**config.mk**
```make
export PLATFORM = sky130hd
export DESIGN_NAME = tmn_top
export DESIGN_NICKNAME = d
export VERILOG_FILES = /design/src/tmn_pkg.sv /design/src/tmn_avg.sv /design/src/tmn_cmp.sv /design/src/tmn_top.sv
export SDC_FILE = /design/constraint.sdc
export NUM_CORES = 1
export LEC_CHECK = 0
export ABC_AREA = 1
export BUFFER_PORTS_ARGS = -buffer_cell sky130_fd_sc_hd__buf_2
export CAP_MARGIN = 15
export CELL_PAD_IN_SITES_DETAIL_PLACEMENT = 1
export CELL_PAD_IN_SITES_GLOBAL_PLACEMENT = 1
export CORE_ASPECT_RATIO = 0.5
export CORE_UTILIZATION = 47
export CTS_CLUSTER_SIZE = 24
export DETAILED_ROUTE_END_ITERATION = 8
export HOLD_SLACK_MARGIN = 0.1
export PLACE_DENSITY = 0.9
export SETUP_SLACK_MARGIN = 0.1
export SLEW_MARGIN = 20
export SYNTH_ARGS = -nofsm -noshare
export SYNTH_HDL_FRONTEND = slang
export SYNTH_SLANG_ARGS = --single-unit
```
**constraint.sdc**
```tcl
create_clock -name CLOCK -period 5.6 [get_ports CLOCK]
set_clock_uncertainty 0.1 [all_clocks]
set_input_delay 0.28 -clock CLOCK [delete_from_list [all_inputs] [get_ports CLOCK]]
set_output_delay 0.28 -clock CLOCK [all_outputs]
set_load 0.01 [all_outputs]
```
**src/tmn_pkg.sv**
```systemverilog
// Package for the temperature monitor block: register map, fields, resets.
// Assumes a 32-bit AHB-Lite register bus, one word per register.
package tmn_pkg;
	// Register byte offsets
	localparam logic [7:0] OFF_AVG_CFG   = 8'h00; // temp_avg_config
	localparam logic [7:0] OFF_INT_HI    = 8'h04; // internal_high_limit
	localparam logic [7:0] OFF_INT_LO    = 8'h08; // internal_low_limit
	localparam logic [7:0] OFF_E1_HI     = 8'h0c; // ext_one_high_limit
	localparam logic [7:0] OFF_E1_LO     = 8'h10; // ext_one_low_limit
	localparam logic [7:0] OFF_E2_HI     = 8'h14; // ext_two_high_limit
	localparam logic [7:0] OFF_E2_LO     = 8'h18; // ext_two_low_limit
	localparam logic [7:0] OFF_CTRL      = 8'h1c; // monitor_enables, overheat enable
	localparam logic [7:0] OFF_FLAGS     = 8'h20; // alarm flags, live
	localparam logic [7:0] OFF_IRQ_STAT  = 8'h24; // sticky events, write one to clear
	localparam logic [7:0] OFF_IRQ_MASK  = 8'h28; // interrupt mask
	// Field positions
	localparam int CTRL_EN_LSB   = 8;   // monitor_enables[2:0] at bits 10:8
	localparam int CTRL_OVH_BIT  = 7;   // overheat_reset_enable
	localparam int FLAG_HI_BIT   = 2;   // high alarm in each flag nibble
	localparam int FLAG_LO_BIT   = 1;   // low alarm in each flag nibble
	localparam int FLAG_STRIDE   = 4;   // nibble per sensor in flags register
	// Reset values
	localparam logic [15:0] RST_AVG_CFG = 16'h0000;
	localparam logic [11:0] RST_HI      = 12'h7ff;
	localparam logic [11:0] RST_LO      = 12'h800;
	localparam logic [15:0] RST_CTRL    = 16'h0000;
	// Overheat trip: 145 degrees in 0.125 degree steps
	localparam int          OVH_DEG     = 145;
	localparam logic [11:0] OVH_CODE    = 12'(OVH_DEG * 8);
	// Sensor count
	localparam int NSENS = 3;
endpackage : tmn_pkg

```
**src/tmn_avg.sv**
```systemverilog
// Averager for one sensor: sums 4, 8, 16 or 32 signed samples, emits mean.
// Assumes samples arrive as one-cycle strobes with 12-bit signed data.
module tmn_avg #(
	parameter int W = 12
) (
	// Clock and reset
	input  wire logic         clk,
	input  wire logic         srst,
	// Control
	input  wire logic         run,
	input  wire logic [1:0]   sel,
	// Samples in
	input  wire logic         smp_vld,
	input  wire logic [W-1:0] smp,
	// Averaged result out
	output logic              avg_vld,
	output logic [W-1:0]      avg
);
	logic [W+4:0] acc_reg;  // Running sum, five extra bits for 32 samples
	logic [4:0]   cnt_reg;  // Samples taken so far in this average
	logic [4:0]   last;     // Final count for the chosen depth
	logic         done;     // This sample closes the average
	logic [W+4:0] sum;      // Sum including this sample

	assign last = 5'((5'h4 << sel) - 5'h1);
	// Greater-or-equal so a depth lowered mid-average still closes it
	assign done = smp_vld && (cnt_reg >= last);
	assign sum  = acc_reg + {{5{smp[W-1]}}, smp};

	// Accumulate; a disabled monitor holds no partial average
	always_ff @(posedge clk)
	begin
		if (srst || !run)
		begin
			acc_reg <= '0;
			cnt_reg <= '0;
			avg_vld <= 1'b0;
			avg     <= '0;
		end
		else
		begin
			avg_vld <= done;
			if (done)
			begin
				// Arithmetic shift gives the mean; rounds toward minus infinity
				// Shift amount widened so depth codes 10 and 11 do not wrap
				avg     <= W'($signed(sum) >>> (3'(sel) + 3'd2));
				acc_reg <= '0;
				cnt_reg <= '0;
			end
			else if (smp_vld)
			begin
				acc_reg <= sum;
				cnt_reg <= cnt_reg + 5'h1;
			end
		end
	end

	AST_COUNT_BOUND: assert property (@(posedge clk) disable iff (srst)
		cnt_reg <= last || $changed(sel))
		else $error("sample count passed the chosen depth");
	COV_AVG: cover property (@(posedge clk) disable iff (srst) avg_vld);
endmodule : tmn_avg

```
**src/tmn_cmp.sv**
```systemverilog
// Signed threshold compare for one sensor, updated once per average.
// Assumes averages arrive as one-cycle strobes.
module tmn_cmp #(
	parameter int W = 12
) (
	// Clock and reset
	input  wire logic         clk,
	input  wire logic         srst,
	// Control
	input  wire logic         run,
	input  wire logic [W-1:0] hi_lim,
	input  wire logic [W-1:0] lo_lim,
	// Average in
	input  wire logic         avg_vld,
	input  wire logic [W-1:0] avg,
	// Alarm flags
	output logic              hi_flag,
	output logic              lo_flag
);
	logic above; // Signed compare against high limit
	logic below; // Signed compare against low limit

	assign above = $signed(avg) > $signed(hi_lim);
	assign below = $signed(avg) < $signed(lo_lim);

	// Flags follow each new average, cleared while stopped
	always_ff @(posedge clk)
	begin
		if (srst || !run)
		begin
			hi_flag <= 1'b0;
			lo_flag <= 1'b0;
		end
		else if (avg_vld)
		begin
			hi_flag <= above;
			lo_flag <= below;
		end
	end

	AST_HI_FLAG: assert property (@(posedge clk) disable iff (srst)
		run && avg_vld && $signed(avg) > $signed(hi_lim) ##1 run |-> hi_flag)
		else $error("high alarm missed");
	AST_LO_FLAG: assert property (@(posedge clk) disable iff (srst)
		run && avg_vld && $signed(avg) >= $signed(lo_lim) ##1 run |-> !lo_flag)
		else $error("low alarm set wrongly");
	AST_STOP_CLR: assert property (@(posedge clk) disable iff (srst)
		!run |=> !hi_flag && !lo_flag)
		else $error("flags set while stopped");
	AST_HOLD: assert property (@(posedge clk) disable iff (srst)
		run && !avg_vld ##1 run |-> $stable(hi_flag) && $stable(lo_flag))
		else $error("flags changed without an average");
	COV_HI: cover property (@(posedge clk) disable iff (srst) $rose(hi_flag));
	COV_LO: cover property (@(posedge clk) disable iff (srst) $rose(lo_flag));
endmodule : tmn_cmp

```
**src/tmn_top.sv**
```systemverilog
// Temperature monitor: three averaged sensors, threshold alarms, overheat reset.
// Assumes AHB-Lite single-word accesses and synchronous sample strobes.
// Overview of operation
// Internal average count from config bits 1:0
// First external count from config bits 3:2
// Second external count from config bits 5:4
// Internal above high limit sets bit 2
// Internal below low limit sets bit 1
// External one above high sets bit 2
// External one below low sets bit 1
// External two above high sets bit 2
// External two below low sets bit 1
// Limits signed twelve bit, eighth-degree steps
// Each monitor runs only when enabled
// Internal above 145 degrees resets all registers; the output flops are reset by SRST only
// Compare only completed averages, once each
// Disabled monitor keeps its alarms clear
//
// Our own choices: the register offsets and the AHB-Lite slave port.
module tmn_top
	import tmn_pkg::*;
#(
	parameter int W = 12
) (
	// Clock and reset
	input  wire logic                CLOCK,
	input  wire logic                SRST,
	// AHB-Lite slave
	input  wire logic                HSEL,
	input  wire logic [31:0]         HADDR,
	input  wire logic [1:0]          HTRANS,
	input  wire logic                HWRITE,
	input  wire logic [2:0]          HSIZE,
	input  wire logic [31:0]         HWDATA,
	input  wire logic                HREADY,
	output logic      [31:0]         HRDATA,
	output logic                     HREADYOUT,
	output logic                     HRESP,
	// Sensor samples, one strobe per sensor
	input  wire logic [NSENS-1:0]    SMP_VLD,
	input  wire logic [NSENS*W-1:0]  SMP_DATA,
	// Status outputs
	output logic      [NSENS-1:0]    HI_ALARM,
	output logic      [NSENS-1:0]    LO_ALARM,
	output logic                     OVERHEAT_RESET,
	output logic                     IRQ
);
	import tmn_pkg::*;

	// Software registers
	logic [15:0]        avg_cfg_reg;   // Averaging depths
	logic [W-1:0]       hi_lim_reg [NSENS]; // High limits per sensor
	logic [W-1:0]       lo_lim_reg [NSENS]; // Low limits per sensor
	logic [15:0]        ctrl_reg;      // Enables and overheat enable
	logic [5:0]         irq_stat_reg;  // Sticky alarm rises
	logic [5:0]         irq_mask_reg;  // Interrupt mask
	// AHB data-phase capture
	logic               wr_pend_reg;   // A write data phase is due
	logic [7:0]         wr_addr_reg;   // Its address
	// Internal results
	logic [NSENS-1:0]   avg_vld;       // Average complete strobes
	logic [W-1:0]       avg [NSENS];   // Averages
	logic [NSENS-1:0]   hi_flag;       // High alarms
	logic [NSENS-1:0]   lo_flag;       // Low alarms
	logic [NSENS-1:0]   hi_prev_reg;   // Previous alarms for edge events
	logic [NSENS-1:0]   lo_prev_reg;
	logic               ovh_trip;      // Overheat condition
	logic               soft_rst;      // Internal reset request
	logic               rst_all;       // Combined reset
	// Decode
	logic               req;           // Valid transfer taken
	logic               rd_req;
	logic [7:0]         rd_addr;
	logic [31:0]        rd_data;
	logic [NSENS-1:0]   run;           // Monitor enables
	logic [15:0]        flags_word;    // Flags readout
	logic [5:0]         evt;           // Rising alarm events
	logic [31:0]        wdata;

	assign req      = HSEL && HREADY && HTRANS[1];
	assign rd_req   = req && !HWRITE;
	assign rd_addr  = HADDR[7:0];
	assign run      = ctrl_reg[CTRL_EN_LSB +: NSENS];
	assign wdata    = HWDATA;
	assign rst_all  = SRST || soft_rst;
	assign evt      = {lo_flag & ~lo_prev_reg, hi_flag & ~hi_prev_reg};

	// Overheat: internal average above 145 degrees while enabled
	assign ovh_trip = ctrl_reg[CTRL_OVH_BIT] && run[0] && avg_vld[0]
		&& ($signed(avg[0]) > $signed(OVH_CODE));

	// One averager and comparator per sensor
	genvar g;
	generate
		for (g = 0; g < NSENS; g++)
		begin : g_sens
			tmn_avg #(.W(W)) u_avg (
				.clk     (CLOCK),
				.srst    (rst_all),
				.run     (run[g]),
				.sel     (avg_cfg_reg[2*g +: 2]),
				.smp_vld (SMP_VLD[g]),
				.smp     (SMP_DATA[g*W +: W]),
				.avg_vld (avg_vld[g]),
				.avg     (avg[g])
			);
			tmn_cmp #(.W(W)) u_cmp (
				.clk     (CLOCK),
				.srst    (rst_all),
				.run     (run[g]),
				.hi_lim  (hi_lim_reg[g]),
				.lo_lim  (lo_lim_reg[g]),
				.avg_vld (avg_vld[g]),
				.avg     (avg[g]),
				.hi_flag (hi_flag[g]),
				.lo_flag (lo_flag[g])
			);
			assign flags_word[g*FLAG_STRIDE +: FLAG_STRIDE] =
				{1'b0, hi_flag[g], lo_flag[g], 1'b0};
		end
	endgenerate
	assign flags_word[15:NSENS*FLAG_STRIDE] = '0;

	// Read mux; unmapped addresses read zero
	always_comb
	begin
		case (rd_addr)
			OFF_AVG_CFG:  rd_data = {16'h0, avg_cfg_reg};
			OFF_INT_HI:   rd_data = {20'h0, hi_lim_reg[0]};
			OFF_INT_LO:   rd_data = {20'h0, lo_lim_reg[0]};
			OFF_E1_HI:    rd_data = {20'h0, hi_lim_reg[1]};
			OFF_E1_LO:    rd_data = {20'h0, lo_lim_reg[1]};
			OFF_E2_HI:    rd_data = {20'h0, hi_lim_reg[2]};
			OFF_E2_LO:    rd_data = {20'h0, lo_lim_reg[2]};
			OFF_CTRL:     rd_data = {16'h0, ctrl_reg};
			OFF_FLAGS:    rd_data = {16'h0, flags_word};
			OFF_IRQ_STAT: rd_data = {26'h0, irq_stat_reg};
			OFF_IRQ_MASK: rd_data = {26'h0, irq_mask_reg};
			default:      rd_data = 32'h0;
		endcase
	end

	// Overheat reset pulse, registered; next cycle it resets every register except the output flops
	always_ff @(posedge CLOCK)
	begin
		if (SRST)
			soft_rst <= 1'b0;
		else
			soft_rst <= ovh_trip && !soft_rst;
	end

	// Address phase capture for writes; reads are answered in the data phase
	always_ff @(posedge CLOCK)
	begin
		if (rst_all)
		begin
			wr_pend_reg <= 1'b0;
			wr_addr_reg <= 8'h00;
			HRDATA      <= 32'h0;
		end
		else
		begin
			wr_pend_reg <= req && HWRITE;
			wr_addr_reg <= HADDR[7:0];
			if (rd_req)
				HRDATA <= rd_data;
		end
	end

	// Software writes; a trip resets every register to default
	always_ff @(posedge CLOCK)
	begin
		if (rst_all)
		begin
			avg_cfg_reg <= RST_AVG_CFG;
			ctrl_reg    <= RST_CTRL;
			for (int i = 0; i < NSENS; i++)
			begin
				hi_lim_reg[i] <= RST_HI;
				lo_lim_reg[i] <= RST_LO;
			end
			irq_mask_reg <= 6'h00;
		end
		else if (wr_pend_reg)
		begin
			case (wr_addr_reg)
				OFF_AVG_CFG:  avg_cfg_reg   <= {10'h0, wdata[5:0]};
				OFF_INT_HI:   hi_lim_reg[0] <= wdata[W-1:0];
				OFF_INT_LO:   lo_lim_reg[0] <= wdata[W-1:0];
				OFF_E1_HI:    hi_lim_reg[1] <= wdata[W-1:0];
				OFF_E1_LO:    lo_lim_reg[1] <= wdata[W-1:0];
				OFF_E2_HI:    hi_lim_reg[2] <= wdata[W-1:0];
				OFF_E2_LO:    lo_lim_reg[2] <= wdata[W-1:0];
				OFF_CTRL:     ctrl_reg      <= {5'h0, wdata[10:7], 7'h0};
				OFF_IRQ_MASK: irq_mask_reg  <= wdata[5:0];
				default:      ;
			endcase
		end
	end

	// Sticky events: a new rise beats a write-one clear in the same cycle
	always_ff @(posedge CLOCK)
	begin
		if (rst_all)
		begin
			irq_stat_reg <= 6'h00;
			hi_prev_reg  <= '0;
			lo_prev_reg  <= '0;
		end
		else
		begin
			hi_prev_reg  <= hi_flag;
			lo_prev_reg  <= lo_flag;
			if (wr_pend_reg && wr_addr_reg == OFF_IRQ_STAT)
				irq_stat_reg <= (irq_stat_reg & ~wdata[5:0]) | evt;
			else
				irq_stat_reg <= irq_stat_reg | evt;
		end
	end

	// Outputs straight from flops
	always_ff @(posedge CLOCK)
	begin
		if (SRST)
		begin
			HI_ALARM       <= '0;
			LO_ALARM       <= '0;
			OVERHEAT_RESET <= 1'b0;
			IRQ            <= 1'b0;
		end
		else
		begin
			HI_ALARM       <= hi_flag;
			LO_ALARM       <= lo_flag;
			OVERHEAT_RESET <= soft_rst;
			IRQ            <= |(irq_stat_reg & irq_mask_reg);
		end
	end

	// Zero wait states and OKAY response always
	assign HREADYOUT = 1'b1;
	assign HRESP     = 1'b0;

	AST_TRIP_RESET: assert property (@(posedge CLOCK) disable iff (SRST)
		ovh_trip && !soft_rst |=> soft_rst ##1 (ctrl_reg == RST_CTRL))
		else $error("overheat did not reset registers");
	AST_RUN_EN: assert property (@(posedge CLOCK) disable iff (SRST)
		!ctrl_reg[CTRL_EN_LSB] |-> !avg_vld[0] ##1 !hi_flag[0])
		else $error("internal monitor ran while disabled");
	AST_CFG_SEL: assert property (@(posedge CLOCK) disable iff (SRST)
		wr_pend_reg && !soft_rst && wr_addr_reg == OFF_AVG_CFG
		|=> avg_cfg_reg[5:0] == $past(wdata[5:0]))
		else $error("average depth not stored");
	AST_SIGNED: assert property (@(posedge CLOCK) disable iff (rst_all)
		run[1] && avg_vld[1] && $signed(avg[1]) < $signed(lo_lim_reg[1])
		##1 run[1] && !soft_rst |-> lo_flag[1])
		else $error("signed low compare failed");
	COV_TRIP: cover property (@(posedge CLOCK) disable iff (SRST) soft_rst);
	COV_IRQ: cover property (@(posedge CLOCK) disable iff (SRST) $rose(IRQ));
endmodule : tmn_top
```
Word level (Yosys, flattened, before mapping)
Memories as Yosys holds them, arrays and structs flattened.
Index checks and enable logic that the tools add are counted.
{"block": "totals", "register_bits": 189, "latchBits": 0, "ramBits": 72, "rom_bits": 0, "inputBits": 113, "output_inout_bits": 42, "memories": 2}
{"block": "op_classes", "n_addsub": 12, "n_mul": 0, "div_mod_pow": 0, "order_cmp": 10, "eq_ne": 19, "n_shift": 6, "mux": 34, "bitwise_logic": 15, "reduce_logical": 30}
{"name": "hi_lim_reg", "depth": 3, "word_bits": 12, "rd": 3, "rd_clocked_by_memory_dff": 0, "wr": 3, "line_no": "tmn_top.sv:52", "source": "logic [W-1:0] hi_lim_reg [NSENS];"}
{"name": "lo_lim_reg", "depth": 3, "word_bits": 12, "rd": 3, "rd_clocked_by_memory_dff": 0, "wr": 3, "line_no": "tmn_top.sv:53", "source": "logic [W-1:0] lo_lim_reg [NSENS];"}
{"operator": "$pmux W12 S11", "n": 1}
{"operator": "$mux W12", "n": 6}
{"operator": "$eq A8 B5 Y1 const B", "n": 8}
{"operator": "$add A17 B17 Y17", "n": 3}
{"operator": "$sshr A17 B3 Y12", "n": 3}
{"operator": "$eq A8 B6 Y1 const B", "n": 5}
{"operator": "$gt A12 B12 Y1", "n": 3}
{"operator": "$lt A12 B12 Y1", "n": 3}
{"operator": "$eq A8 B4 Y1 const B", "n": 4}
{"operator": "$mux W1", "n": 26}
{"operator": "$eq A8 B3 Y1 const B", "n": 2}
{"operator": "$logic_not A8 Y1", "n": 2}
{"operator": "$add A5 B1 Y5 const B", "n": 3}
{"operator": "$ge A5 B5 Y1", "n": 3}
{"operator": "$shl A3 B2 Y5 const A", "n": 3}
{"operator": "$sub A5 B1 Y5 const B", "n": 3}
{"operator": "$and A6 B6 Y6", "n": 2}
{"operator": "$gt A12 B12 Y1 const B", "n": 1}
{"operator": "$logic_and A1 B1 Y1", "n": 12}
{"operator": "$or A6 B6 Y6", "n": 2}
{"operator": "$add A2 B2 Y3 const B", "n": 3}
{"operator": "$and A3 B3 Y3", "n": 2}
{"operator": "$mux W6", "n": 1}
{"operator": "$not A3 Y3", "n": 2}
{"operator": "7 further kinds", "n": 23}

Logic depth before layout (Yosys ltp)
Gate-level depths: netlist of the first run.
{"block": "logic_depth", "depth_word": 6, "depth_mapped": 17, "depth_no_buf": 17}

Cells and area by module
From an unflattened synthesis of the first run, not the netlist that was laid out.
{"block": "hier_totals", "cells_unflattened": 2342, "area_unflattened_um2": 16061.7}
{"module": "tmn_top", "instances": 1, "cells_per_inst": 618, "area_each_um2": 5560.3, "seq_area_each_um2": 3323.2}
{"module": "tmn_avg at g_sens[0].u_avg ...", "instances": 2, "cells_per_inst": 445, "area_each_um2": 2696.3, "seq_area_each_um2": 700.7}
{"module": "tmn_avg at g_sens[1].u_avg", "instances": 1, "cells_per_inst": 444, "area_each_um2": 2773.9, "seq_area_each_um2": 700.7}
{"module": "tmn_cmp", "instances": 3, "cells_per_inst": 130, "area_each_um2": 778.2, "seq_area_each_um2": 40.0}

Worst setup path after synthesis of the first run
Ideal clock, no wire load.
{"block": "synth_path", "path_kind": "register to register", "start": "register wr_addr_reg[7]", "end": "memory lo_lim_reg[1][0], in the netlist lo_lim_reg[0][12], enable pin", "setup_ns": 0.398, "arrival_ns": 1.775, "t_required_ns": 5.102, "path_slack_ns": 3.327, "stages_incl_launch_ff": 8, "path_buffers": 0, "synth_period_minus_slack_ns": 2.273, "cell_sequence": "dfxtp_1 > nor2_1 > inv_1 > nor2_1 > inv_1 > nor3_1 > inv_1 > o21ai_0"}
{"item": "start, declared", "line_no": "tmn_top.sv:59", "source": "logic [7:0] wr_addr_reg;"}
{"item": "start signal, assigned", "line_no": "tmn_top.sv:164", "source": "wr_addr_reg <= HADDR[7:0];"}
{"item": "end, declared", "line_no": "tmn_top.sv:53"}

Worst setup path in the final report of the first run
{"block": "layout_path", "start": "register avg_cfg_reg[5]", "end": "register g_sens[2].u_avg.avg[0]"}
{"block": "layout_via", "elab_chain_cells": 4, "word_cells_on_any_way": 6, "cone_classes": "add/sub: 2; order compare: 1; shift: 2; reduce/logical: 1"}
{"item": "start, declared", "line_no": "tmn_top.sv:51", "source": "logic [15:0] avg_cfg_reg;"}
{"item": "start signal, assigned", "line_no": "tmn_top.sv:187", "source": "OFF_AVG_CFG: avg_cfg_reg <= {10'h0, wdata[5:0]};"}
{"item": "$shl A3 B2 Y5", "line_no": "tmn_avg.sv:25", "source": "assign last = 5'((5'h4 << sel) - 5'h1);"}
{"item": "$sub A5 B1 Y5", "line_no": "tmn_avg.sv:25"}
{"item": "$ge A5 B5 Y1", "line_no": "tmn_avg.sv:27", "source": "assign done = smp_vld && (cnt_reg >= last);"}
{"item": "$logic_and A1 B1 Y1", "line_no": "tmn_avg.sv:27"}
{"item": "end signal, assigned", "line_no": "tmn_avg.sv:47", "source": "avg <= W'($signed(sum) >>> (3'(sel) + 3'd2));"}
{"item": "end, declared", "line_no": "tmn_avg.sv:17", "source": "output logic [W-1:0] avg"}
Parallel ways exist; a longest one is shown, timed or not.
A chain may end at the register's enable or synchronous reset.

==> flow_summary.yaml, run 1 <==
outcome:
  status: "completed"
finish:
  area_growth_syn_to_layout_pct: 11.6
  largest_register_ffs: 51
  multi_input_area_mm2: 0.00811
  fin_nets: 2502
  nFillCells: 4174
  drive_gt1_share_pct: 7.08
  fin_cells: 2707
  post-route-util_pct: 53.6
  regArea_mm2: 0.00555
  diodes: 0
power_and_ir_drop:
  p_leak_uw: 0.00863
  p_seq_share_pct: 46.5
  power_density_mw_per_mm2: 230
  switching_share_pct: 25.9
  power.switching_uw: 1010
  clockPowerShare_pct: 45.8
  p_int_uw: 2900
  irDropWorstVdd_uv: 190
  p_comb_share_pct: 7.7
floorplanning:
  die_width_um: 257
  die_h_um: 130
  die_area_mm2: 0.0333
  coreArea_mm2: 0.0318
  io_pins: 155
  rows: 46
  initial_utilization_pct: 48.0
synthesis:
  ys_async_sr_fraction_pct: 0
  synth_top_cell_by_area: "dfxtp_1"
  ys_seq_elements: 241
  ys_seq_area_share_pct: 36.3
  ys_top_cells_by_area: "dfxtp_1 22%, nand2_1 15%, edfxtp_1 14%, ha_1 11%, inv_1 8.3%"
  yosysWarnings: 0
  avgSynthCellArea_um2: 7.04
  synth_top_area_share_pct: 22.1
  ys_types: 46
  syn_inst: 2171
  synth_edf_count: 72
  synth-main-ff-cell: "dfxtp_1"
  syn-cell-area_mm2: 0.0153
global_route:
  grt_overflow: 0
  grt_pass1_wl_um: 85900
  grt_pass1_vias: 16000
  grt_max_degree: 36
  grt_util_all_layers_pct: 32.7
  antenna_found_initial: 0
critical_path:
  r2r_slack_ns: 2.33
  crit_path_top_delay_cell: "nor2_1"
  crit_type: "reg2reg"
  crit_chain: "inv_1 > ha_1 > nand2_1 > inv_1 > nand4_1 > nand4_1 > nand2_1 > nor2_1 > o21ai_0 > nand2_1"
  cp-end-kind: "flip-flop"
  cp_data_arrival_time_ns: 3.66
  rr_endpoint: "g_sens[2].u_avg.avg[0]$_SDFFE_PP0P_"
  slowest_delay_ns: 0.79
  crit_path_frequent_cell: "nand2_1"
  rr_startpoint: "avg_cfg_reg[5]$_SDFFE_PP0P_"
  crit_path_start_kind: "flip-flop"
  reg2reg_depth: 10
  critPathMaxFanout: 15
  required_ns: 5.98
timing:
  fin_setup_tns_ns: 0
  min_period_ns: 3.27
  finalCritPeriodShare_pct: 58.5
  relSlewSlack_pct: 33.0
  finalMaxSlewViolations: 0
  holdWs_ns: 0.112
  finalHoldViolCount: 0
  fmax_ghz: 0.305
  finalSetupViolations: 0
  tightestPinTransition_ns: 1.00
  rsz0062_at_grt: "no"
clock_tree:
  ctsResizeCount: 0
  cts.sinks: 241
  cts_tree: "done"
  numCtsBuffers: 24
  postCtsSetupRepairBufs: 0
  clock_path_buffers: 3
  clk_latency_ns: 0.55
  htree_levels: 1
  clk_pin_slew_ns: 0.07
  root_buffer: "clkbuf_16"
detailed_routing:
  viasPerCell: 5.74
  drtIter0Drc: 1266
  drcViolationCount: 0
  wl_per_cell_um: 20.3
  wirelength_um: 54800
  vias: 15500
  drt_first_pass_iters: 5
  drtAntennaViolNets: 0
hold_path:
  holdCritStartpoint: "SMP_DATA[25]"
  min_to: "g_sens[2].u_avg.acc_reg[1]$_SDFFE_PP0P_"
  hold_depth: 4
  hp-class: "in2reg"
place:
  dp_hpwl_um: 36800
  port_buffers: 84
  dp.cells: 2636
  place.gp.congestion: 0.915
flow_run:
  cap_violations: 0
-- area by class of cell --
| class | instances | share of cell area (%) |
|---|---|---|
| Sequential cell | 241 | 32.5 |
| Tap cell | 432 | 3.17 |
| Clock inverter | 9 | 0.609 |
| Inverter | 343 | 7.56 |
| Clock buffer | 35 | 4.26 |
| Timing Repair Buffer | 118 | 4.36 |
| Multi-Input combinational cell | 1529 | 47.5 |
-- how the worst max path moves through the flow --
stage	start	slack, ns	cells after the start	to
final	avg_cfg_reg[5]$_SDFFE_PP0P_	2.33	10	g_sens[2].u_avg.avg[0]$_SDFFE_PP0P_
after global routing	avg_cfg_reg[5]$_SDFFE_PP0P_	2.04	10	g_sens[2].u_avg.avg[0]$_SDFFE_PP0P_
after CTS	avg_cfg_reg[5]$_SDFFE_PP0P_	2.38	11	g_sens[2].u_avg.acc_reg[14]$_SDFFE_PP0P_
after detailed placement	avg_cfg_reg[5]$_SDFFE_PP0P_	2.39	11	g_sens[2].u_avg.acc_reg[14]$_SDFFE_PP0P_
after global placement	avg_cfg_reg[5]$_SDFFE_PP0P_	2.48	11	g_sens[2].u_avg.acc_reg[9]$_SDFFE_PP0P_
after floorplan	wr_addr_reg[7]$_SDFF_PP0_	3.33	7	lo_lim_reg[0][12]$_DFFE_PP_
-- timing repair --
item,in CTS,in global routing
endpoints found under the hold margin,68,0
endpoints found under the setup margin,0,0
hold buffers,27,0
-- synth_stat cells, types with 3 or more instances --
master	count
and3_1	3
buf_4	30
dfxtp_1	169
nand2_1	623
xor2_1	19
nand2_2	5
o211ai_1	24
nand3_1	203
inv_1	336
a31oi_1	6
o21a_1	3
nor2_1	161
buf_1	8
and2_1	10
a211oi_1	6
nor2_4	4
o22ai_1	40
o21ai_0	57
fa_1	3
a21oi_2	3
clkbuf_1	29
buf_2	11
inv_2	6
ha_1	129
nand3b_1	11
xnor2_1	9
nor2_2	5
nand4_1	22
nor3_1	10
a21oi_1	131
edfxtp_1	72
or2_1	4
-- metal layers --
| metal | GRT usage [%] | routed length (µm) |
|---|---|---|
| met5 | 0 | 0 |
| met4 | 17.1 | 3000 |
| met2 | 56.2 | 25300 |
| met1 | 39.5 | 22300 |
| met3 | 6.12 | 4190 |
-- power by group through the flow --
stage,Clock [µW],Combinational [µW],Sequential [µW]
final,1790,303,1820
after global routing,1860,328,1820
after CTS,1770,290,1820
after detailed placement,0,270,1860
after global placement,0,259,1860
after floorplan,0,188,1860
-- cells by family after synthesis --
group                    share of synthesized area (%)
AO/OA/AOI/OAI                                     10.2
buffers and inverters                             11.2
adder cells (fa/ha/maj)                           11.0
flip-flops                                        36.3
AND/OR/NAND/NOR                                   29.7
XOR/XNOR                                          1.71
other                                           0.0491
-- critical path: cells and delay by family (launching register included) --
| family | cells | cell delay [ns] |
|---|---|---|
| AO/OA/AOI/OAI | 1 | 0.27 |
| adder cells (fa/ha/maj) | 1 | 0.44 |
| buffers and inverters | 2 | 0.51 |
| flip-flops | 1 | 0.67 |
| AND/OR/NAND/NOR | 6 | 1.21 |
-- layout by cell type, fill, tap and decap left out, drive strengths merged, types with 3 or more instances in the layout --
master	Yosys	final
clkbuf	29	35
o211ai	24	24
o21ai	59	59
o21a	3	3
a21oi	134	134
xor2	20	20
or2	6	6
nand4	22	22
a211oi	6	6
clkinv	0	4
nand3	205	205
and2	10	10
edfxtp	72	72
nand2	628	628
a31oi	6	6
o22ai	40	40
inv	343	344
dfxtp	169	169
nor2	171	171
and3	3	3
buf	49	91
xnor2	9	9
ha	129	129
nand3b	11	11
conb	2	22
fa	3	3
nor3	12	12
dlygate4sd3	0	27
-- metrics by stage --
stage                     area, µm²  setup slack, ns  power [µW]
after floorplan               15400             3.33        2040
final                         17100             2.33        3920
after global routing          17100             2.04        4010
after global placement        16000             2.48        2110
after CTS                     17100             2.38        3880
after detailed placement      16000             2.39        2130
No activity file was read; power rests on OpenSTA's default activity.
==> run 2, diff against run 1 <==
--- a/config.mk
+++ b/config.mk
@@ -11,11 +11,11 @@
 export CELL_PAD_IN_SITES_DETAIL_PLACEMENT = 1
 export CELL_PAD_IN_SITES_GLOBAL_PLACEMENT = 1
 export CORE_ASPECT_RATIO = 0.5
-export CORE_UTILIZATION = 47
+export CORE_UTILIZATION = 39
 export CTS_CLUSTER_SIZE = 24
 export DETAILED_ROUTE_END_ITERATION = 8
 export HOLD_SLACK_MARGIN = 0.1
-export PLACE_DENSITY = 0.9
+export PLACE_DENSITY = 0.8
 export SETUP_SLACK_MARGIN = 0.1
 export SLEW_MARGIN = 20
 export SYNTH_ARGS = -nofsm -noshare
==> constraint.sdc (replaced) <==
create_clock -name CLOCK -period 2.65 [get_ports CLOCK]
set_clock_uncertainty 0.1 [all_clocks]
set_input_delay 0.1325 -clock CLOCK [delete_from_list [all_inputs] [get_ports CLOCK]]
set_output_delay 0.1325 -clock CLOCK [all_outputs]
set_load 0.01 [all_outputs]
==> run 2 against run 1 <==
  * Global-route usage shrank 8.3 points
  * Register-to-register slack lost 2.1 ns
  * Wire length fell by 11%
  * Clock power grew 120%
  * Cell area increased by 3.8%
  * Worst hold slack about the same
  * Non-clock buffer count rose by 47
  * Flip-flop and latch count unchanged
  * Worst setup slack worse by 2.1 ns
  * Count of clock-buffer cells in the layout fell by 6
  * Sequential power is 110% higher
  * Die area rose by 20%
  * Critical endpoint is now g_sens[0].u_avg.acc_reg[5]$_SDFFE_PP0P_
==> flow_summary.yaml, run 2 (same netlist as run 1, synthesis figures left out) <==
detailed_routing:
  drcViolationCount: 0
  viasPerCell: 5.14
  wl_per_cell_um: 17.2
  drtIter0Drc: 1195
  drt_first_pass_iters: 5
  drtAntennaViolNets: 0
  vias: 14600
  wirelength_um: 48900
finish:
  largest_register_ffs: 51
  multi_input_area_mm2: 0.00812
  fin_nets: 2550
  area_growth_syn_to_layout_pct: 15.8
  drive_gt1_share_pct: 8.00
  final_common_cell: "nand2_1"
  regArea_mm2: 0.00555
  final_cell_area_mm2: 0.0177
  final_cell_mix: "620 x nand2_1, 336 x inv_1, 203 x nand3_1"
  nFillCells: 4845
timing:
  holdWs_ns: 0.112
  relSlewSlack_pct: 54.6
  rsz0062_at_grt: "yes"
  tightestPinTransition_ns: 0.682
  finalMaxSlewViolations: 0
  min_period_ns: 2.44
  finalCritPeriodShare_pct: 91.9
  fin_setup_tns_ns: 0
  finalHoldViolCount: 0
  worst_slack_ns: 0.214
  finalSetupViolations: 0
  fmax_ghz: 0.410
power_and_ir_drop:
  p_comb_share_pct: 7.8
  power_density_mw_per_mm2: 479
  power.switching_uw: 2160
  switching_share_pct: 25.4
  clockPowerShare_pct: 46.9
  p_leak_uw: 0.00886
  p_seq_share_pct: 45.3
  irDropWorstVdd_uv: 485
  p_int_uw: 6330
place:
  preCtsSetupSlack_ns: 0.412
  dpl_cell_area_mm2: 0.0162
  dp_hpwl_um: 36400
  place.gp.congestion: 0.903
  port_buffers: 84
critical_path:
  rr_startpoint: "avg_cfg_reg[0]$_SDFFE_PP0P_"
  crit_path_top_delay_cell: "dlygate4sd3_1"
  crit_path_start_kind: "flip-flop"
  cp_data_arrival_time_ns: 2.85
  rr_endpoint: "g_sens[0].u_avg.acc_reg[5]$_SDFFE_PP0P_"
  required_ns: 3.07
  crit_chain: "buf_6 > nor2_1 > ha_1 > nand4_1 > nand4_1 > nand2_2 > nand2_2 > buf_4 > a211oi_2 > dlygate4sd3_1"
  crit_type: "reg2reg"
  reg2reg_depth: 10
  cp-end-kind: "flip-flop"
  r2r_slack_ns: 0.21
  slowest_delay_ns: 0.58
  critPathMaxFanout: 16
outcome:
  status: "completed"
clock_tree:
  htree_levels: 1
  root_buffer: "clkbuf_16"
  clk_latency_ns: 0.59
  numCtsBuffers: 25
  cts.sinks: 241
  cts_tree: "done"
  clock_path_buffers: 3
  clk_pin_slew_ns: 0.07
global_route:
  grt_util_all_layers_pct: 24.4
  grt_pass1_wl_um: 77000
  grt_pass1_vias: 14700
  grt_max_degree: 36
  antenna_found_initial: 0
  grt_overflow: 0
hold_path:
  holdCritStartpoint: "SMP_DATA[30]"
  min_to: "g_sens[2].u_avg.acc_reg[6]$_SDFFE_PP0P_"
  hp-class: "in2reg"
  hold_depth: 5
floorplanning:
  coreArea_mm2: 0.0380
  initial_utilization_pct: 40.3
  io_pins: 155
  die_area_mm2: 0.0400
  die_width_um: 282
  die_h_um: 142
  rows: 50
flow_run:
  cap_violations: 0
run 2: layout make-up:
| cell class | instances | area share [%] |
|---|---|---|
| multi-input combinational | 1529 | 45.9 |
| sequential | 241 | 31.3 |
| inverter | 343 | 7.29 |
| timing repair buffer | 165 | 6.67 |
| clock buffer | 29 | 3.85 |
| tap | 520 | 3.68 |
| clock inverter | 17 | 1.24 |
| antenna | 2 | 0.0283 |
run 2: worst max path at each step:
stage | from | end | slack [ns] | depth (start not counted)
floorplan | wr_addr_reg[7]$_SDFF_PP0_ | lo_lim_reg[0][24]$_DFFE_PP_ | 0.38 | 7
global placement | g_sens[2].u_avg.acc_reg[0]$_SDFFE_PP0P_ | g_sens[2].u_avg.avg[3]$_SDFFE_PP0P_ | 0.47 | 14
detailed placement | g_sens[2].u_avg.acc_reg[0]$_SDFFE_PP0P_ | g_sens[2].u_avg.avg[3]$_SDFFE_PP0P_ | 0.41 | 14
CTS | g_sens[1].u_avg.acc_reg[0]$_SDFFE_PP0P_ | g_sens[1].u_avg.acc_reg[8]$_SDFFE_PP0P_ | 0.12 | 10
global route | avg_cfg_reg[0]$_SDFFE_PP0P_ | g_sens[0].u_avg.acc_reg[5]$_SDFFE_PP0P_ | 0.08 | 10
finish | avg_cfg_reg[0]$_SDFFE_PP0P_ | g_sens[0].u_avg.acc_reg[5]$_SDFFE_PP0P_ | 0.21 | 10
run 2: power by group through the flow:
stage	Clock [µW]	Combinational, µW	Sequential (µW)
after floorplan	0	398	3920
after global placement	0	563	3920
after detailed placement	0	579	3930
after CTS	4020	646	3840
after global routing	4170	728	3840
final	3980	658	3840
run 2: stage by stage:
stage / total power [µW] / cells / utilization, %
after floorplan: 4320 / 2191 / -
after global placement: 4490 / 2739 / 42.6
after detailed placement: 4500 / 2739 / 42.6
after CTS: 8510 / 2843 / 46.5
after global routing: 8740 / 2844 / 46.6
final: 8480 / 2846 / 46.6
run 2: timing repair:
action,CTS,global route
setup endpoints to repair,0,35
endpoints found under the hold margin,164,0
resized for setup,0,7
setup buffers,0,1
hold buffers,58,0
run 2: routing by layer:
| metal | up-vias | global-route usage [%] | wire length [µm] |
|---|---|---|---|
| met5 | - | 0 | 0 |
| met4 | 0 | 7.15 | 1220 |
| met3 | 78 | 3.71 | 2960 |
| met2 | 394 | 41.3 | 22400 |
| met1 | 6903 | 32.3 | 22300 |
| li1 | 7256 | - | - |
run 2: worst max-delay path, delay by kind of cell, from the launching register on:
kind | cells | cell delay [ns]
compound gates | 1 | 0.17
flops | 1 | 0.38
fa+ha+maj | 1 | 0.29
buf+inv | 3 | 0.96
simple gates | 5 | 0.48
==> run 3, diff against run 2 <==
--- a/config.mk
+++ b/config.mk
@@ -11,11 +11,11 @@
 export CELL_PAD_IN_SITES_DETAIL_PLACEMENT = 1
 export CELL_PAD_IN_SITES_GLOBAL_PLACEMENT = 1
 export CORE_ASPECT_RATIO = 0.5
-export CORE_UTILIZATION = 39
+export CORE_UTILIZATION = 37
 export CTS_CLUSTER_SIZE = 24
 export DETAILED_ROUTE_END_ITERATION = 8
 export HOLD_SLACK_MARGIN = 0.1
-export PLACE_DENSITY = 0.8
+export PLACE_DENSITY = 0.76
 export SETUP_SLACK_MARGIN = 0.1
 export SLEW_MARGIN = 20
 export SYNTH_ARGS = -nofsm -noshare
==> run 3 against run 2 <==
  * Core utilization shrank 3.1 points
  * Sequential power about the same
  * Register-to-register slack gained 0.08 ns
  * Clock power shrank 4%
  * Die area is 5.3% higher
  * Count of clock-buffer cells in the layout increased by 10
  * Cell count up 0.63%
  * Cell area down 0.14%
  * Critical path type unchanged
==> flow_summary.yaml, run 3 (same netlist as run 1, synthesis figures left out) <==
finish:
  nFillCells: 5189
  final_cell_mix: "623 x nand2_1, 336 x inv_1, 203 x nand3_1"
  fin_nets: 2551
  final_common_cell: "nand2_1"
  drive_gt1_share_pct: 7.79
  largest_register_ffs: 51
  area_growth_syn_to_layout_pct: 15.6
  diodes: 0
floorplanning:
  initial_utilization_pct: 37.7
  io_pins: 155
  coreArea_mm2: 0.0406
  rows: 52
  die_width_um: 289
  die_h_um: 146
  die_area_mm2: 0.0422
power_and_ir_drop:
  p_int_uw: 6260
  power_density_mw_per_mm2: 471
  power.switching_uw: 2070
  p_leak_uw: 0.00886
  switching_share_pct: 24.9
  p_seq_share_pct: 46.2
  p_comb_share_pct: 7.9
  clockPowerShare_pct: 45.9
  irDropWorstVdd_uv: 459
critical_path:
  r2r_slack_ns: 0.30
  critPathMaxFanout: 8
  reg2reg_depth: 10
  cp_data_arrival_time_ns: 2.76
  crit_path_start_kind: "flip-flop"
  required_ns: 3.06
  crit_type: "reg2reg"
  cp-end-kind: "flip-flop"
  rr_startpoint: "wr_addr_reg[7]$_SDFF_PP0_"
  rr_endpoint: "ctrl_reg[7]$_SDFFE_PP0P_"
global_route:
  grt_pass1_wl_um: 78100
  grt_max_degree: 33
  grt_overflow: 0
  grt_util_all_layers_pct: 23.4
  antenna_found_initial: 1
  grt_pass1_vias: 15000
timing:
  relSlewSlack_pct: 57.5
  fin_setup_tns_ns: 0
  finalHoldViolCount: 0
  finalMaxSlewViolations: 0
  finalCritPeriodShare_pct: 88.7
  fmax_ghz: 0.425
  tightestPinTransition_ns: 0.637
  holdWs_ns: 0.0976
  rsz0062_at_grt: "yes"
  min_period_ns: 2.35
  finalSetupViolations: 0
detailed_routing:
  drcViolationCount: 0
  drtIter0Drc: 829
  drt_first_pass_iters: 5
  drtAntennaViolNets: 0
  wirelength_um: 48800
  viasPerCell: 5.10
  wl_per_cell_um: 17.0
  vias: 14600
clock_tree:
  root_buffer: "clkbuf_16"
  cts.sinks: 241
  clk_pin_slew_ns: 0.07
  clock_path_buffers: 3
  clk_latency_ns: 0.57
  cts_tree: "done"
  postCtsSetupRepairBufs: 0
  htree_levels: 1
  numCtsBuffers: 25
hold_path:
  holdCritStartpoint: "SMP_DATA[21]"
  hp-class: "in2reg"
  hold_depth: 5
  min_to: "g_sens[1].u_avg.acc_reg[9]$_SDFFE_PP0P_"
place:
  place.gp.congestion: 0.883
  dp_hpwl_um: 37000
  port_buffers: 84
outcome:
  status: "completed"
flow_run:
  cap_violations: 0
run 3: cell count changes in the layout (fill, tap and decap cells not counted), moves of 3 or more:
cell,before,now
clkbuf_1,1,6
buf_4,21,24
clkbuf_2,0,3
clkbuf_8,2,5
clkinv_1,3,0
inv_6,3,0
nand2_1,620,623
nand2_2,8,5
run 3: power by group through the flow:
stage	logic (µW)	clock network [µW]	registers, µW
6_report	661	3820	3850
2_1_floorplan	398	0	3920
3_5_place_dp	587	0	3930
5_1_grt	733	4040	3850
3_3_place_gp	572	0	3920
4_1_cts	652	3900	3840
run 3: metrics by stage:
stage / cell area [µm²] / power [µW] / worst slack, ns / instances / util [%]
after floorplan: 15400 / 4320 / 0.377 / 2191 / -
after global placement: 16200 / 4500 / 0.339 / 2761 / 39.9
after detailed placement: 16200 / 4510 / 0.346 / 2761 / 39.9
after CTS: 17700 / 8400 / 0.176 / 2864 / 43.5
after global routing: 17700 / 8620 / 0.0868 / 2864 / 43.5
final: 17700 / 8330 / 0.298 / 2864 / 43.5
run 3: layer usage:
layer / GRT usage [%] / vias up / part of all wire [%]
li1: - / 7248 / -
met1: 30.7 / 6965 / 46
met2: 39.2 / 303 / 46
met3: 3.71 / 90 / 4.6
met4: 7.26 / 0 / 3.2
met5: 0 / - / 0
run 3: worst max-delay path by stage:
stage | start | endpoint | slack, ns | cells past startpoint
5_1_grt | wr_addr_reg[7]$_SDFF_PP0_ | ctrl_reg[7]$_SDFFE_PP0P_ | 0.09 | 10
6_report | wr_addr_reg[7]$_SDFF_PP0_ | ctrl_reg[7]$_SDFFE_PP0P_ | 0.30 | 10
4_1_cts | wr_addr_reg[7]$_SDFF_PP0_ | ctrl_reg[10]$_SDFFE_PP0P_ | 0.18 | 10
3_5_place_dp | avg_cfg_reg[1]$_SDFFE_PP0P_ | g_sens[0].u_avg.avg[3]$_SDFFE_PP0P_ | 0.35 | 10
3_3_place_gp | avg_cfg_reg[1]$_SDFFE_PP0P_ | g_sens[0].u_avg.avg[0]$_SDFFE_PP0P_ | 0.34 | 10
2_1_floorplan | wr_addr_reg[7]$_SDFF_PP0_ | lo_lim_reg[0][24]$_DFFE_PP_ | 0.38 | 7
run 3: layout make-up:
cell class / count / area [µm²] / share of cell area [%]
clock buffer: 39 / 732 / 4.14
clock inverter: 6 / 123 / 0.694
inverter: 343 / 1290 / 7.30
multi-input combinational: 1529 / 8120 / 46.0
sequential: 241 / 5550 / 31.4
tap: 540 / 676 / 3.82
timing repair buffer: 166 / 1180 / 6.68
run 3: worst max-delay path: stages (launching register included):
cell and delay [ns]:
dfxtp_1 0.31, nor2_2 0.17, inv_1 0.08, nor2_1 0.15
inv_1 0.10, nor3_2 0.15, inv_1 0.13, nor2_4 0.27
o21ai_0 0.12, a21oi_1 0.14, dlygate4sd3_1 0.58
run 3: timing repair:
action                                  CTS  global route
hold endpoints to repair                184             0
hold buffers                             58             0
endpoints found under the setup margin    0            24
gates resized for setup                   0             4
